$ cat src/hw/sod_regs.vh
/*
 holds opcodes, order kinds, the pointer mask, word widths and buffer sizes for the display-list writer.
 assumes a memory that stores 16-bit words, big-endian byte order within each word.
*/
`ifndef SOD_REGS_VH
`define SOD_REGS_VH
`define SOD_OP_STOP 8'h00
`define SOD_OP_RESERVED 8'h00
`define SOD_OP_SET_LAYOUT 8'h09
`define SOD_OP_RUNS_FRAME 8'h14
`define SOD_OP_TILED_FRAME 8'h15
`define SOD_OP_RUNS_UNB 8'h24
`define SOD_OP_TILED_UNB 8'h25
`define SOD_KIND_RUNS_FRAME 3'h0
`define SOD_KIND_TILED_FRAME 3'h1
`define SOD_KIND_RUNS_UNB 3'h2
`define SOD_KIND_TILED_UNB 3'h3
`define SOD_KIND_STOP 3'h4
`define SOD_KIND_LAYOUT 3'h5
`define SOD_PTR_MASK 32'h0FFFFFFE
`define SOD_TERM_WORD 16'h0000
`define SOD_ADDR_W 28
`define SOD_WORD_W 16
`define SOD_BUF_DEPTH 16
`define SOD_BUF_AW 4
`endif

$ cat src/hw/sod_list_writer.v
/*
 host-side builder of display-list orders for the raster engine: takes one
 order request, packs it into words, and writes them to memory one word per
 handshake; also writes runs-table terminator words on request.
 assumes the memory write port accepts a word when mem_ack is high while
 mem_wr is high, and that the raster engine reports completion on done_evt.
 the caller sends the logic-op and tile-size orders itself; this block only
 checks what it can see in one request, so a tile larger than the one the
 engine was given is not caught here.
*/
`include "sod_regs.vh"

// Contract
// - runs to frame: 14, 00, addr, pitch, table
// - table pointer names first specifier, not terminator
// - table pointer 28 bits, word aligned
// - tiled frame order 15 with full packet
// - tile dimensions configured before tiled orders
// - remainders between one and tile size
// - upper-left start uses width and height
// - both table pointers word aligned, first specifier
// - runs to unbanded 24, no pitch word
// - tiled unbanded 25, no pitch word
// - every list ends with stop 00 00
module sod_list_writer (
	input wire clk,
	input wire reset,
	input wire ce,
	input wire req,
	input wire [2:0] kind,
	input wire [31:0] dest_bit_addr,
	input wire [15:0] frame_pitch_bits,
	input wire [15:0] unbanded_pitch_bits,
	input wire [15:0] tile_x_remaining,
	input wire [15:0] tile_y_remaining,
	input wire [15:0] tile_width,
	input wire [15:0] tile_height,
	input wire [31:0] tile_start_addr,
	input wire [31:0] tile_run_table_ptr,
	input wire [31:0] run_table_ptr,
	input wire [27:0] list_base,
	input wire mem_ack,
	input wire done_evt,
	output reg busy,
	output reg req_err,
	output reg mem_wr,
	output reg [27:0] mem_addr,
	output reg [15:0] mem_wdata,
	output reg list_done
);
	// sequencer states: take a request, stage its words, write them, settle
	localparam ST_IDLE = 2'h0;
	localparam ST_LOAD = 2'h1;
	localparam ST_SEND = 2'h2;
	localparam ST_WAIT = 2'h3;

	// sequencer and staging-store bookkeeping
	reg [1:0] state;
	reg [1:0] next_state;
	reg [3:0] wr_idx;
	reg [3:0] rd_idx;
	reg [3:0] count;
	reg [3:0] sent;
	reg [27:0] list_ptr;
	reg started;
	reg stopped;
	reg [15:0] load_word;
	reg load_en;
	reg [3:0] pkt_len;
	reg pkt_ok;
	reg rd_valid;
	wire [15:0] rd_data;

	// word-aligned 28-bit pointer kept as the engine reads it
	function [31:0] sod_ptr;
		input [31:0] p;
		begin
			sod_ptr = p & `SOD_PTR_MASK;
		end
	endfunction

	// range check: 1 <= rem <= size
	function sod_in_range;
		input [15:0] rem;
		input [15:0] size;
		begin
			sod_in_range = (rem != 16'h0000) && (rem <= size);
		end
	endfunction

	// an order's first word: opcode in the high byte, reserved byte below
	function [15:0] sod_op_word;
		input [7:0] op;
		begin
			sod_op_word = {op, `SOD_OP_RESERVED};
		end
	endfunction

	// true when idx names the final word of a packet of len words
	function sod_is_last;
		input [3:0] idx;
		input [3:0] len;
		begin
			sod_is_last = (idx == len - 4'h1);
		end
	endfunction

	// masked pointers as the engine will fetch them
	wire [31:0] run_ptr_masked;
	wire [31:0] tile_ptr_masked;
	assign run_ptr_masked = sod_ptr(run_table_ptr);
	assign tile_ptr_masked = sod_ptr(tile_run_table_ptr);

	// length of each packet in 16-bit words
	always @* begin
		case (kind)
		`SOD_KIND_RUNS_FRAME: pkt_len = 4'h6;
		`SOD_KIND_TILED_FRAME: pkt_len = 4'hC;
		`SOD_KIND_RUNS_UNB: pkt_len = 4'h5;
		`SOD_KIND_TILED_UNB: pkt_len = 4'hB;
		`SOD_KIND_STOP: pkt_len = 4'h1;
		`SOD_KIND_LAYOUT: pkt_len = 4'h2;
		default: pkt_len = 4'h1; // lone terminator word
		endcase
	end

	// tiled orders are refused with bad remainders; runs and tiled orders with a zero run table pointer
	always @* begin
		pkt_ok = 1'b1;
		if (kind == `SOD_KIND_TILED_FRAME || kind == `SOD_KIND_TILED_UNB) begin
			pkt_ok = sod_in_range(tile_x_remaining, tile_width) &&
				sod_in_range(tile_y_remaining, tile_height);
		end
		// a zero run table pointer would send the engine to the terminator, or to
		// nothing at all, so it is caught here rather than rendered as garbage
		if (kind <= `SOD_KIND_TILED_UNB && run_ptr_masked == 32'h00000000) begin
			pkt_ok = 1'b0;
		end
	end

	// word sequence of the packet at index wr_idx
	always @* begin
		load_word = `SOD_TERM_WORD;
		case (kind)
		`SOD_KIND_RUNS_FRAME, `SOD_KIND_RUNS_UNB: begin
			case (wr_idx)
			4'h0: load_word = sod_op_word((kind == `SOD_KIND_RUNS_FRAME) ?
				`SOD_OP_RUNS_FRAME : `SOD_OP_RUNS_UNB);
			4'h1: load_word = dest_bit_addr[31:16];
			4'h2: load_word = dest_bit_addr[15:0];
			4'h3: load_word = (kind == `SOD_KIND_RUNS_FRAME) ? frame_pitch_bits :
				run_ptr_masked[31:16];
			4'h4: load_word = (kind == `SOD_KIND_RUNS_FRAME) ?
				run_ptr_masked[31:16] : run_ptr_masked[15:0];
			default: load_word = run_ptr_masked[15:0];
			endcase
		end
		`SOD_KIND_TILED_FRAME, `SOD_KIND_TILED_UNB: begin
			// the unbanded form skips the pitch word, so shift the index past it
			case ((kind == `SOD_KIND_TILED_UNB && wr_idx >= 4'h3) ? wr_idx + 4'h1 : wr_idx)
			4'h0: load_word = sod_op_word((kind == `SOD_KIND_TILED_FRAME) ?
				`SOD_OP_TILED_FRAME : `SOD_OP_TILED_UNB);
			4'h1: load_word = dest_bit_addr[31:16];
			4'h2: load_word = dest_bit_addr[15:0];
			4'h3: load_word = frame_pitch_bits;
			4'h4: load_word = tile_x_remaining;
			4'h5: load_word = tile_y_remaining;
			4'h6: load_word = tile_start_addr[31:16];
			4'h7: load_word = tile_start_addr[15:0];
			4'h8: load_word = tile_ptr_masked[31:16];
			4'h9: load_word = tile_ptr_masked[15:0];
			4'hA: load_word = run_ptr_masked[31:16];
			default: load_word = run_ptr_masked[15:0];
			endcase
		end
		`SOD_KIND_STOP: load_word = sod_op_word(`SOD_OP_STOP);
		`SOD_KIND_LAYOUT: load_word = (wr_idx == 4'h0) ?
			sod_op_word(`SOD_OP_SET_LAYOUT) : unbanded_pitch_bits;
		default: load_word = `SOD_TERM_WORD;
		endcase
	end

	// the store is written only while a packet is being staged
	always @* begin
		load_en = (state == ST_LOAD);
	end

	// the packet is staged whole before the first write; each word is taken from
	// the request fields in its own load cycle and stays fixed while it is sent
	sod_word_mem u_mem (
		.clk(clk),
		.ce(ce),
		.wr_en(load_en),
		.wr_idx(wr_idx),
		.wr_data(load_word),
		.rd_idx(rd_idx),
		.rd_data(rd_data)
	);

	// order sequencer
	always @* begin
		next_state = state;
		case (state)
		ST_IDLE: if (req && !stopped && pkt_ok) next_state = ST_LOAD;
		ST_LOAD: if (sod_is_last(wr_idx, count)) next_state = ST_SEND;
		ST_SEND: if (mem_wr && mem_ack && sod_is_last(sent, count)) next_state = ST_WAIT;
		ST_WAIT: next_state = ST_IDLE;
		default: next_state = ST_IDLE;
		endcase
	end

	// dest and tile logic ops must be sent by the caller beforehand
	always @(posedge clk) begin
		if (reset) begin
			// outputs all clear so the memory sees no write out of reset
			state <= ST_IDLE;
			wr_idx <= 4'h0;
			rd_idx <= 4'h0;
			count <= 4'h0;
			sent <= 4'h0;
			list_ptr <= 28'h0000000;
			started <= 1'b0;
			stopped <= 1'b0;
			rd_valid <= 1'b0;
			busy <= 1'b0;
			req_err <= 1'b0;
			mem_wr <= 1'b0;
			mem_addr <= 28'h0000000;
			mem_wdata <= 16'h0000;
			list_done <= 1'b0;
		end else if (ce) begin
			state <= next_state;
			req_err <= 1'b0;
			list_done <= 1'b0;
			case (state)
			ST_IDLE: begin
				wr_idx <= 4'h0;
				rd_idx <= 4'h0;
				sent <= 4'h0;
				count <= pkt_len;
				req_err <= req && (stopped || !pkt_ok);
				busy <= req && !stopped && pkt_ok;
				// a new list starts at the base; within a list the pointer only moves on
				if (!started) begin
					list_ptr <= list_base & 28'hFFFFFFE;
				end
			end
			ST_LOAD: begin
				wr_idx <= wr_idx + 4'h1;
				if (sod_is_last(wr_idx, count)) begin
					rd_valid <= 1'b0; // word 0 is fetched in the first send cycle
				end
			end
			ST_SEND: begin
				// memory read has one cycle of latency; present each word once it lands.
				// a one-word packet is written and read in the same cycle, so the
				// first send cycle only fetches word 0 and points at word 1
				if (!rd_valid) begin
					rd_valid <= 1'b1;
					rd_idx <= 4'h1;
				end else if (!mem_wr) begin
					mem_wr <= 1'b1;
					mem_addr <= list_ptr;
					mem_wdata <= rd_data;
				end else if (mem_ack) begin
					sent <= sent + 4'h1;
					list_ptr <= list_ptr + 28'h0000002;
					mem_wr <= 1'b0;
					rd_idx <= rd_idx + 4'h1;
					if (sod_is_last(sent, count)) begin
						started <= 1'b1;
						stopped <= (kind == `SOD_KIND_STOP);
					end
				end
			end
			ST_WAIT: begin
				// one settling cycle: busy falls only after the last word is taken
				busy <= 1'b0;
			end
			default: busy <= 1'b0;
			endcase
			// engine halts at the stop order; the list may be rebuilt afterwards
			// a done event with no stop outstanding is ignored
			if (done_evt && stopped) begin
				list_done <= 1'b1;
				stopped <= 1'b0;
				started <= 1'b0;
			end
		end
	end
endmodule

$ cat src/hw/sod_word_mem.v
/*
 little staging memory holding the words of one order packet before they are written out.
 assumes one write and one read port in the same clock; read data are registered.
*/
`include "sod_regs.vh"
module sod_word_mem (
	input wire clk,
	input wire ce,
	input wire wr_en,
	input wire [`SOD_BUF_AW-1:0] wr_idx,
	input wire [`SOD_WORD_W-1:0] wr_data,
	input wire [`SOD_BUF_AW-1:0] rd_idx,
	output reg [`SOD_WORD_W-1:0] rd_data
);
	reg [`SOD_WORD_W-1:0] mem [0:`SOD_BUF_DEPTH-1];

	// no reset on the array: contents are always written before they are read
	always @(posedge clk) begin
		if (ce) begin
			if (wr_en) begin
				mem[wr_idx] <= wr_data;
			end
			rd_data <= mem[rd_idx];
		end
	end
endmodule

$ cat config.mk
export PLATFORM = sky130hd
export DESIGN_NAME = sod_list_writer
export DESIGN_NICKNAME = d
export VERILOG_FILES = /design/src/hw/sod_list_writer.v /design/src/hw/sod_word_mem.v
export VERILOG_INCLUDE_DIRS = /design/src /design/src/hw
export SDC_FILE = /design/constraint.sdc
export NUM_CORES = 1
export LEC_CHECK = 0
export BUFFER_PORTS_ARGS = -buffer_cell sky130_fd_sc_hd__buf_4
export CORE_UTILIZATION = 57
export CTS_CLUSTER_DIAMETER = 60
export CTS_CLUSTER_SIZE = 24
export DETAILED_ROUTE_END_ITERATION = 10
export PLACE_DENSITY = 0.84
export SLEW_MARGIN = 30
export SYNTH_ARGS = -nofsm -noshare
export SYNTH_HDL_FRONTEND = slang
export SYNTH_SLANG_ARGS = --single-unit
export TNS_END_PERCENT = 5
$ cat constraint.sdc
create_clock -name clk -period 4.7 [get_ports clk]
set_clock_uncertainty 0.1 [all_clocks]
set_input_delay 0 -clock clk [delete_from_list [all_inputs] [get_ports clk]]
set_output_delay 0 -clock clk [all_outputs]
set_load 0.01 [all_outputs]
# Word-level counts from Yosys, hierarchy flattened
# Memory sizes are Yosys's and may differ from the RTL's. A register that Yosys moved wholly into a read port is not among the register bits.
# Index checks and enable logic that the tools add are counted.
# word_totals
regBits	97
ramBits	256
input_bits	261
out_inout_bits	48
word_cells	155
memories	1
# memory_table
name	words	word_bits	rd	rd_ports_with_merged_regs	wr	line_no	text
u_mem.mem	16	16	1	1	1	sod_word_mem.v:15	reg [`SOD_WORD_W-1:0] mem [0:`SOD_BUF_DEPTH-1];
# op_classes
addsub	5
order_cmp	4
n_eq_ne	33
mux	52
bitwise_logic	1
n_reduce_logical	44
# op_table
op	n
one-hot mux 16 bit (11 select lines)	1
two-way mux 28 bit	4
one-hot mux 16 bit (5 select lines)	1
one-hot mux 28 bit (2 select lines)	1
two-way mux 16 bit	3
one-hot mux 16 bit (3 select lines)	1
<= comparator 16 bit	2
zero test 32 bit	1
nonzero test 16 bit	2
adder 28 x 2 -> 28 bit (second input constant)	1
two-way mux 4 bit	7
one-hot mux 4 bit (2 select lines)	3
two-way mux 1 bit	22
equality test 4 x 3 -> 1 bit (second input constant)	5
one-hot mux 4 bit (5 select lines)	1
nonzero test 2 bit	9
equality test 4 x 2 -> 1 bit (second input constant)	4
adder 4 x 1 -> 4 bit (second input constant)	3
equality test 4 bit (second input constant)	3
two-way mux 6 bit	2
inequality test 2 bit (second input constant)	6
AND reduction 4 bit	3
AND reduction 6 bit	2
logical AND 1 bit	11
25 further kinds	41

# Logic depth before layout (Yosys ltp)
# Gate-level depths: netlist of the first run.
# logic_depth
word_depth	9
mapped_depth	12
depth_no_buf	10

# Cells and area by module
# From an unflattened synthesis of the first run, not the netlist that was laid out.
# hier_totals
hier_cells	1500
hier_area_um2	17972.2
# by_module_without_submodules
mod	instances	cells_per_inst	area_per_inst_um2	seq_area_each_um2
sod_word_mem	1	433	10253.6	8167.8
sod_list_writer	1	1067	7718.7	1901.8

# Least setup slack after synthesis of the first run
# Ideal clock, no wire load.
# synth_path
kind	register to register
start	reg wr_idx[1]
end	mem u_mem.mem[0][0] (netlist bit), data pin
setup_time_ps	330
arrival_ps	3051
required_time_ps	4270
slack_ps	1219
path_stages_with_launch	11
n_path_buf	2
synth_period_minus_slack_ps	3481
cell_sequence	dfxtp_1 clkbuf_1 inv_1 ha_1 nor2b_1 o21ai_0 a21oi_1 o221ai_1 clkbuf_1 nand2_1 o21ai_0
# synth_between
elab_chain_len	6
word_cells_on_any_way	24
cone_classes	add/sub: 1; order compare: 1; eq/ne: 14; mux: 5; reduce/logical: 3
# synth_rtl
item	line_no	text
start, declared	sod_list_writer.v:60	reg [3:0] wr_idx;
start signal, assigned	sod_list_writer.v:249	wr_idx <= wr_idx + 4'h1;
greater-or-equal comparator 4 x 2 -> 1 bit	sod_list_writer.v:160	case ((kind == `SOD_KIND_TILED_UNB && wr_idx >= 4'h3) ? wr_idx + 4'h1 : wr_idx)
logical AND 1 bit	sod_list_writer.v:160	
two-way mux 4 bit	sod_list_writer.v:160	
equality test 4 bit, or another cell as far along	sod_list_writer.v:160	
one-hot mux 16 bit (11 select lines)	sod_list_writer.v:160	
one-hot mux 16 bit (3 select lines) *	sod_list_writer.v:144	case (kind)
named net load_word[0]	sod_list_writer.v:67	reg [15:0] load_word;
end, declared	sod_word_mem.v:15	
# Mark *: on every way through the listed nets, which the timed path passes. The rest lies on a longest branch.

# Worst setup path after layout of the first run
# layout_path
start	reg wr_idx[1]
end	mem u_mem.mem[13][11] (netlist bit), data pin
# Same word-level chain as after synthesis.

==> flow_summary.json, run 1 <==
{
  "path_clk_slew_ps": 90,
  "setup_viol": 0,
  "fin_cells": 2190,
  "end_kind": "register",
  "grtUsageTotal_pct": 37.8,
  "async_flop_share_pct": 0,
  "antenna_cells": 0,
  "setup-tns-final_ps": 0,
  "routedWlPerCell_um": 27.6,
  "die_x_um": 179,
  "cp.required_ps": 4840,
  "initial_utilization_pct": 58.0,
  "synth-edff-count": 272,
  "status": "completed",
  "synth.area.top_cells": "edfxtp_1 46%, dfxtp_1 11%, mux4_2 10%, nand2_1 4.1%, a21oi_1 3.3%",
  "synth_area_um2": 17800,
  "grt_max_degree": 95,
  "die_area_um2": 31900,
  "cts.sinks": 367,
  "reg2reg_depth": 8,
  "portBuffers": 296,
  "synth_nets": 1773,
  "area_growth_syn_to_layout_pct": 22.0,
  "final_antenna_net_count": 0,
  "final_common_cell": "buf_4",
  "synthFlopType": "edfxtp_1",
  "finalMaxSlewViolations": 0,
  "grt_pass1_wl_mm": 86.8,
  "dp_cells": 2102,
  "seq_area_frac_synth_pct": 56.6,
  "viasPerCell": 6.71,
  "min_period_over_period_pct": 88.9,
  "place_congestion": 1.02,
  "vias": 14691,
  "cts_root_buf": "clkbuf_16",
  "arrival_ps": 4320,
  "drv_cap": 0,
  "post_synth_num_cell_types": 72,
  "clk_latency_ps": 540,
  "fin_crit_ps": 4180,
  "crit_type": "reg -> reg",
  "syn_area_per_cell_um2": 12.1,
  "pin_count": 309,
  "antenna_found_initial": 0,
  "cts_tree": "yes",
  "finalWorstSetupSlack_ps": 520,
  "h-tree-depth": 1,
  "drc": 0,
  "dr.pass1.iters": 8,
  "cts_buffer_depth": 3,
  "grt_pass1_vias": 14245,
  "cp-start-kind": "register",
  "hold_class": "in -> reg",
  "synth_warnings": 0,
  "syn-instance-count": 1468,
  "finalWirelength_mm": 60.4,
  "hold_viol_final": 0,
  "drive_above_1_share_pct": 27.0,
  "core_area_um2": 30700,
  "holdPathStages": 4,
  "worst_pin_slew_ps": 935,
  "drt_iter0_drc": 1861,
  "yosysTopAreaCell": "edfxtp_1",
  "yosysTopAreaCellShare_pct": 45.9,
  "slew_headroom_pct": 37.7,
  "grt-ovfl-total": 0,
  "p_per_area_nw_per_um2": 305,
  "dp_hpwl_mm": 42.1,
  "leakage_nw": 7.92,
  "post-place-ws_ps": 715,
  "rows": 64,
  "max_clock_freq_ghz": 0.239,
  "yosys_register_bits": 367,
  "die_h_um": 179,
  "crit_fanout": 16,
  "nets": 2082,
  "cts_buffers": 23,
  "fin_total_pwr_mw": 6.63,
  "layout_common_cells": "329 x buf_4, 272 x edfxtp_1, 193 x nand2_1",
  "rsz0062_at_grt": "false",
  "peakVddDrop_uv": 261,
  "rrSetupSlack_ps": 520
}
-- routing by layer --
| layer | GRT usage (%) | vias up | share of wire (%) |
|---|---|---|---|
| met5 | 0 | - | 0 |
| met4 | 22.2 | 0 | 6.8 |
| met3 | 5.62 | 246 | 9.8 |
| met2 | 63.1 | 1117 | 48 |
| met1 | 46.9 | 7017 | 35 |
| li1 | - | 6311 | - |
-- cells in the mapped netlist, types with 7 or more instances --
cell	number
dfxtp_1	95
mux2i_1	9
and2_1	19
inv_1	52
clkbuf_1	74
a22oi_1	42
a22o_1	16
a221oi_1	26
a21oi_1	117
o21ai_0	53
nand2b_1	9
nor3_1	24
nor4_1	22
nor2b_1	7
a222oi_1	20
nand4_1	24
and3_1	15
xnor2_1	8
nand3_1	33
buf_1	9
ha_1	44
edfxtp_1	272
mux4_2	80
a211oi_1	9
nor2_1	76
nand2_1	193
xor2_1	8
-- registers in the layout (all words and copies together), names as in the netlist, 2 cells and up --
| signal | flops |
|---|---|
| u_mem.mem | 256 |
| list_ptr | 27 |
| mem_addr | 27 |
| mem_wdata | 16 |
| u_mem.rd_data | 16 |
| count | 4 |
| rd_idx | 4 |
| sent | 4 |
| wr_idx | 4 |
| state | 2 |
-- where the power goes --
part | switching [mW] | internal [mW] | leakage, nW | total (mW)
clock network | 1.07 | 1.12 | 0.376 | 2.20
logic | 0.464 | 0.368 | 4.22 | 0.832
registers | 0.0629 | 3.54 | 3.32 | 3.60
total | 1.60 | 5.03 | 7.92 | 6.63
-- logic make-up (layout without fill, tap and decap cells) --
| group | Yosys count | after routing | share of synthesized area [%] |
|---|---|---|---|
| AOI/OAI and AO/OA | 354 | 354 | 13.4 |
| other | 1 | 1 | 0.0211 |
| muxes | 95 | 95 | 11.0 |
| and+or+nand+nor | 445 | 445 | 11.7 |
| adders and majority gates | 44 | 44 | 3.09 |
| buffers and inverters | 145 | 471 | 3.25 |
| xor gates and xnor gates | 17 | 17 | 0.879 |
| DFF | 367 | 367 | 56.6 |
-- through the flow --
step / hold slack (ps) / cell area [um2] / utilization, %
final: 49.2 / 21700 / 70.8
after global routing: 41.2 / 21700 / 70.8
after CTS: 5.10 / 21700 / 70.7
after detailed placement: 191 / 20400 / 66.7
after global placement: 188 / 20400 / 66.6
after floorplan: 12.5 / 17800 / -
-- what timing repair did --
| action | CTS | global route |
|---|---|---|
| resized for setup | 0 | 0 |
| hold endpoints to repair | 166 | 71 |
| buffers inserted | 0 | 0 |
| hold buffers | 45 | 1 |
| endpoints found under the setup margin | 0 | 0 |
-- critical path, cell delays in order, from the launching register on --
cell and delay [ps]:
dfxtp_1 630, ha_1 580, nor3_1 120, nor2_1 440, xnor2_2 370, nor2_1 660, a222oi_1 200, a31oi_1 290
a211o_1 500
-- final timing paths --
check / startpoint / to
hold reg to reg: mem_wdata[7]$_SDFFE_PP0P_ / mem_wdata[7]$_SDFFE_PP0P_
hold / removal: unbanded_pitch_bits[12] / u_mem.mem[7][12]$_DFFE_PP_
setup / recovery: wr_idx[1]$_SDFFE_PP0P_ / u_mem.mem[13][11]$_DFFE_PP_
setup reg to reg: wr_idx[1]$_SDFFE_PP0P_ / u_mem.mem[13][11]$_DFFE_PP_
-- area by class of cell --
cell class,count,area [um2]
clock buffers,29,618
clock inverters,13,165
fillers,2014,8970
inverters,52,195
multi-input cells,956,7190
flip-flops and latches,367,10100
well taps,396,495
repair buffers,377,2960
(Power assumes the default switching activity.)
==> run 2: changes to the inputs <==
--- a/config.mk
+++ b/config.mk
@@ -7,6 +7,7 @@
 export NUM_CORES = 1
 export LEC_CHECK = 0
 export BUFFER_PORTS_ARGS = -buffer_cell sky130_fd_sc_hd__buf_4
+export CORE_ASPECT_RATIO = 2
 export CORE_UTILIZATION = 57
 export CTS_CLUSTER_DIAMETER = 60
 export CTS_CLUSTER_SIZE = 24
==> flow_summary.json, run 2 (synthesis results as in run 1) <==
{
  "reg2reg_depth": 9,
  "n_fill_cell": 2135,
  "hold_class": "in -> reg",
  "drt_iter0_drc": 1613,
  "fin_total_pwr_mw": 6.21,
  "die_area_um2": 32000,
  "crit_fanout": 16,
  "cts.sinks": 367,
  "end_kind": "register",
  "setup_viol": 0,
  "finalWorstSetupSlack_ps": 568,
  "path_clk_slew_ps": 90,
  "grtUsageTotal_pct": 41.1,
  "finalMaxSlewViolations": 0,
  "rsz0062_at_grt": "false",
  "dp_hpwl_mm": 46.5,
  "holdPathStages": 3,
  "drive_above_1_share_pct": 26.8,
  "max_clock_freq_ghz": 0.242,
  "h-tree-depth": 1,
  "rows": 91,
  "drv_cap": 0,
  "grt_pass1_wl_mm": 93.6,
  "die_h_um": 252,
  "area_growth_syn_to_layout_pct": 21.6,
  "cp-start-kind": "register",
  "die_x_um": 127,
  "arrival_ps": 4290,
  "largest_reg_flops": 256,
  "final_common_cell": "buf_4",
  "place_congestion": 1.03,
  "pin_count": 309,
  "vias": 14733,
  "crit_type": "reg -> reg",
  "slew_headroom_pct": 37.3,
  "cts_tree": "yes",
  "antenna_found_initial": 2,
  "dr.pass1.iters": 10,
  "largest_register": "u_mem.mem",
  "cts_root_buf": "clkbuf_16",
  "hold_viol_final": 0,
  "peakVddDrop_uv": 222,
  "cts_buffer_depth": 3,
  "cp.required_ps": 4860,
  "p_per_area_nw_per_um2": 287,
  "final_core_util_pct": 70.4,
  "core_area_um2": 30700,
  "setup-tns-final_ps": 0,
  "fin_crit_ps": 4130,
  "post-place-ws_ps": 486,
  "largestRegisters": "u_mem.mem (256), list_ptr (27), mem_addr (27)",
  "finalWirelength_mm": 64.7,
  "routedWlPerCell_um": 29.8,
  "drc": 0,
  "nets": 2093,
  "final_antenna_net_count": 0,
  "fin_cells": 2173,
  "layout_common_cells": "336 x buf_4, 272 x edfxtp_1, 193 x nand2_1",
  "leakage_nw": 7.90,
  "clk_latency_ps": 530,
  "worst_pin_slew_ps": 939,
  "dp_cells": 2085,
  "portBuffers": 296,
  "min_period_over_period_pct": 87.9,
  "grt-ovfl-total": 0,
  "status": "completed",
  "cts_buffers": 19,
  "viasPerCell": 6.78,
  "grt_pass1_vias": 15420,
  "initial_utilization_pct": 57.9,
  "grt_max_degree": 95
}
## run 2: cell types whose count changed in the layout (fill, tap and decap cells not counted), sizes merged
cell / previous run / this run
buf: 331 / 340
diode: 0 / 1
clkinv: 3 / 1
inv: 57 / 53
dlygate4sd3: 46 / 52
bufinv: 3 / 0
clkbuf: 29 / 31
clkinvlp: 2 / 0
## run 2: path summary, 6_finish.rpt
check             slack [ps]                 startpoint                     endpoint
hold reg to reg          360  mem_addr[23]$_SDFFE_PP0P_    mem_addr[23]$_SDFFE_PP0P_
setup reg to reg         570     wr_idx[1]$_SDFFE_PP0P_    u_mem.mem[3][9]$_DFFE_PP_
setup / recovery         570     wr_idx[1]$_SDFFE_PP0P_    u_mem.mem[3][9]$_DFFE_PP_
hold / removal            20    unbanded_pitch_bits[12]  u_mem.mem[15][12]$_DFFE_PP_
## run 2: cell type report
class                           instances  area, um2  area share (%)
Clock inverter                          2       21.3          0.0983
Tap cell                              372        465            2.15
Timing Repair Buffer                  392       3140            14.5
Multi-Input combinational cell        956       7210            33.3
Inverter                               52        195           0.902
Clock buffer                           31        520            2.41
Sequential cell                       367      10100            46.6
Antenna cell                            1       2.50          0.0116
## run 2: per-stage QoR
stage | hold slack [ps] | area [um2]
after floorplan | 12.5 | 17800
after global placement | 176 | 20500
after detailed placement | 188 | 20500
after CTS | 3.64 | 21600
after global routing | 24.7 | 21600
final | 20.9 | 21600
## run 2: timing repair
item | CTS | global route
hold buffers | 52 | 0
hold endpoints to repair | 172 | 0
gates resized for setup | 0 | 0
setup buffers | 0 | 0
## run 2: where the power goes
| part | total (mW) | switching (mW) | leakage (nW) | internal (mW) |
|---|---|---|---|---|
| combinational | 0.851 | 0.473 | 4.32 | 0.379 |
| clock | 1.76 | 0.983 | 0.260 | 0.778 |
| sequential | 3.60 | 0.0619 | 3.32 | 3.54 |
| total | 6.21 | 1.52 | 7.90 | 4.69 |
## run 2: metal layers
layer	vias up	wire length [um]	GRT usage [%]	part of all wire, %
met5	-	21	0	0.032
met4	4	7330	39.6	11
met3	338	5170	6.62	8.0
met2	1062	32700	72.1	51
met1	6999	19500	40.5	30
li1	6330	-	-	-
## run 2: critical path, cell delays in order (launching register included)
cell and delay (ps):
dfxtp_1 640, ha_1 600, nand4b_1 230, nor3_1 300
a211o_1 580, and2_1 540, a22o_1 210, nand2_1 60
a31oi_1 170, a221o_1 430
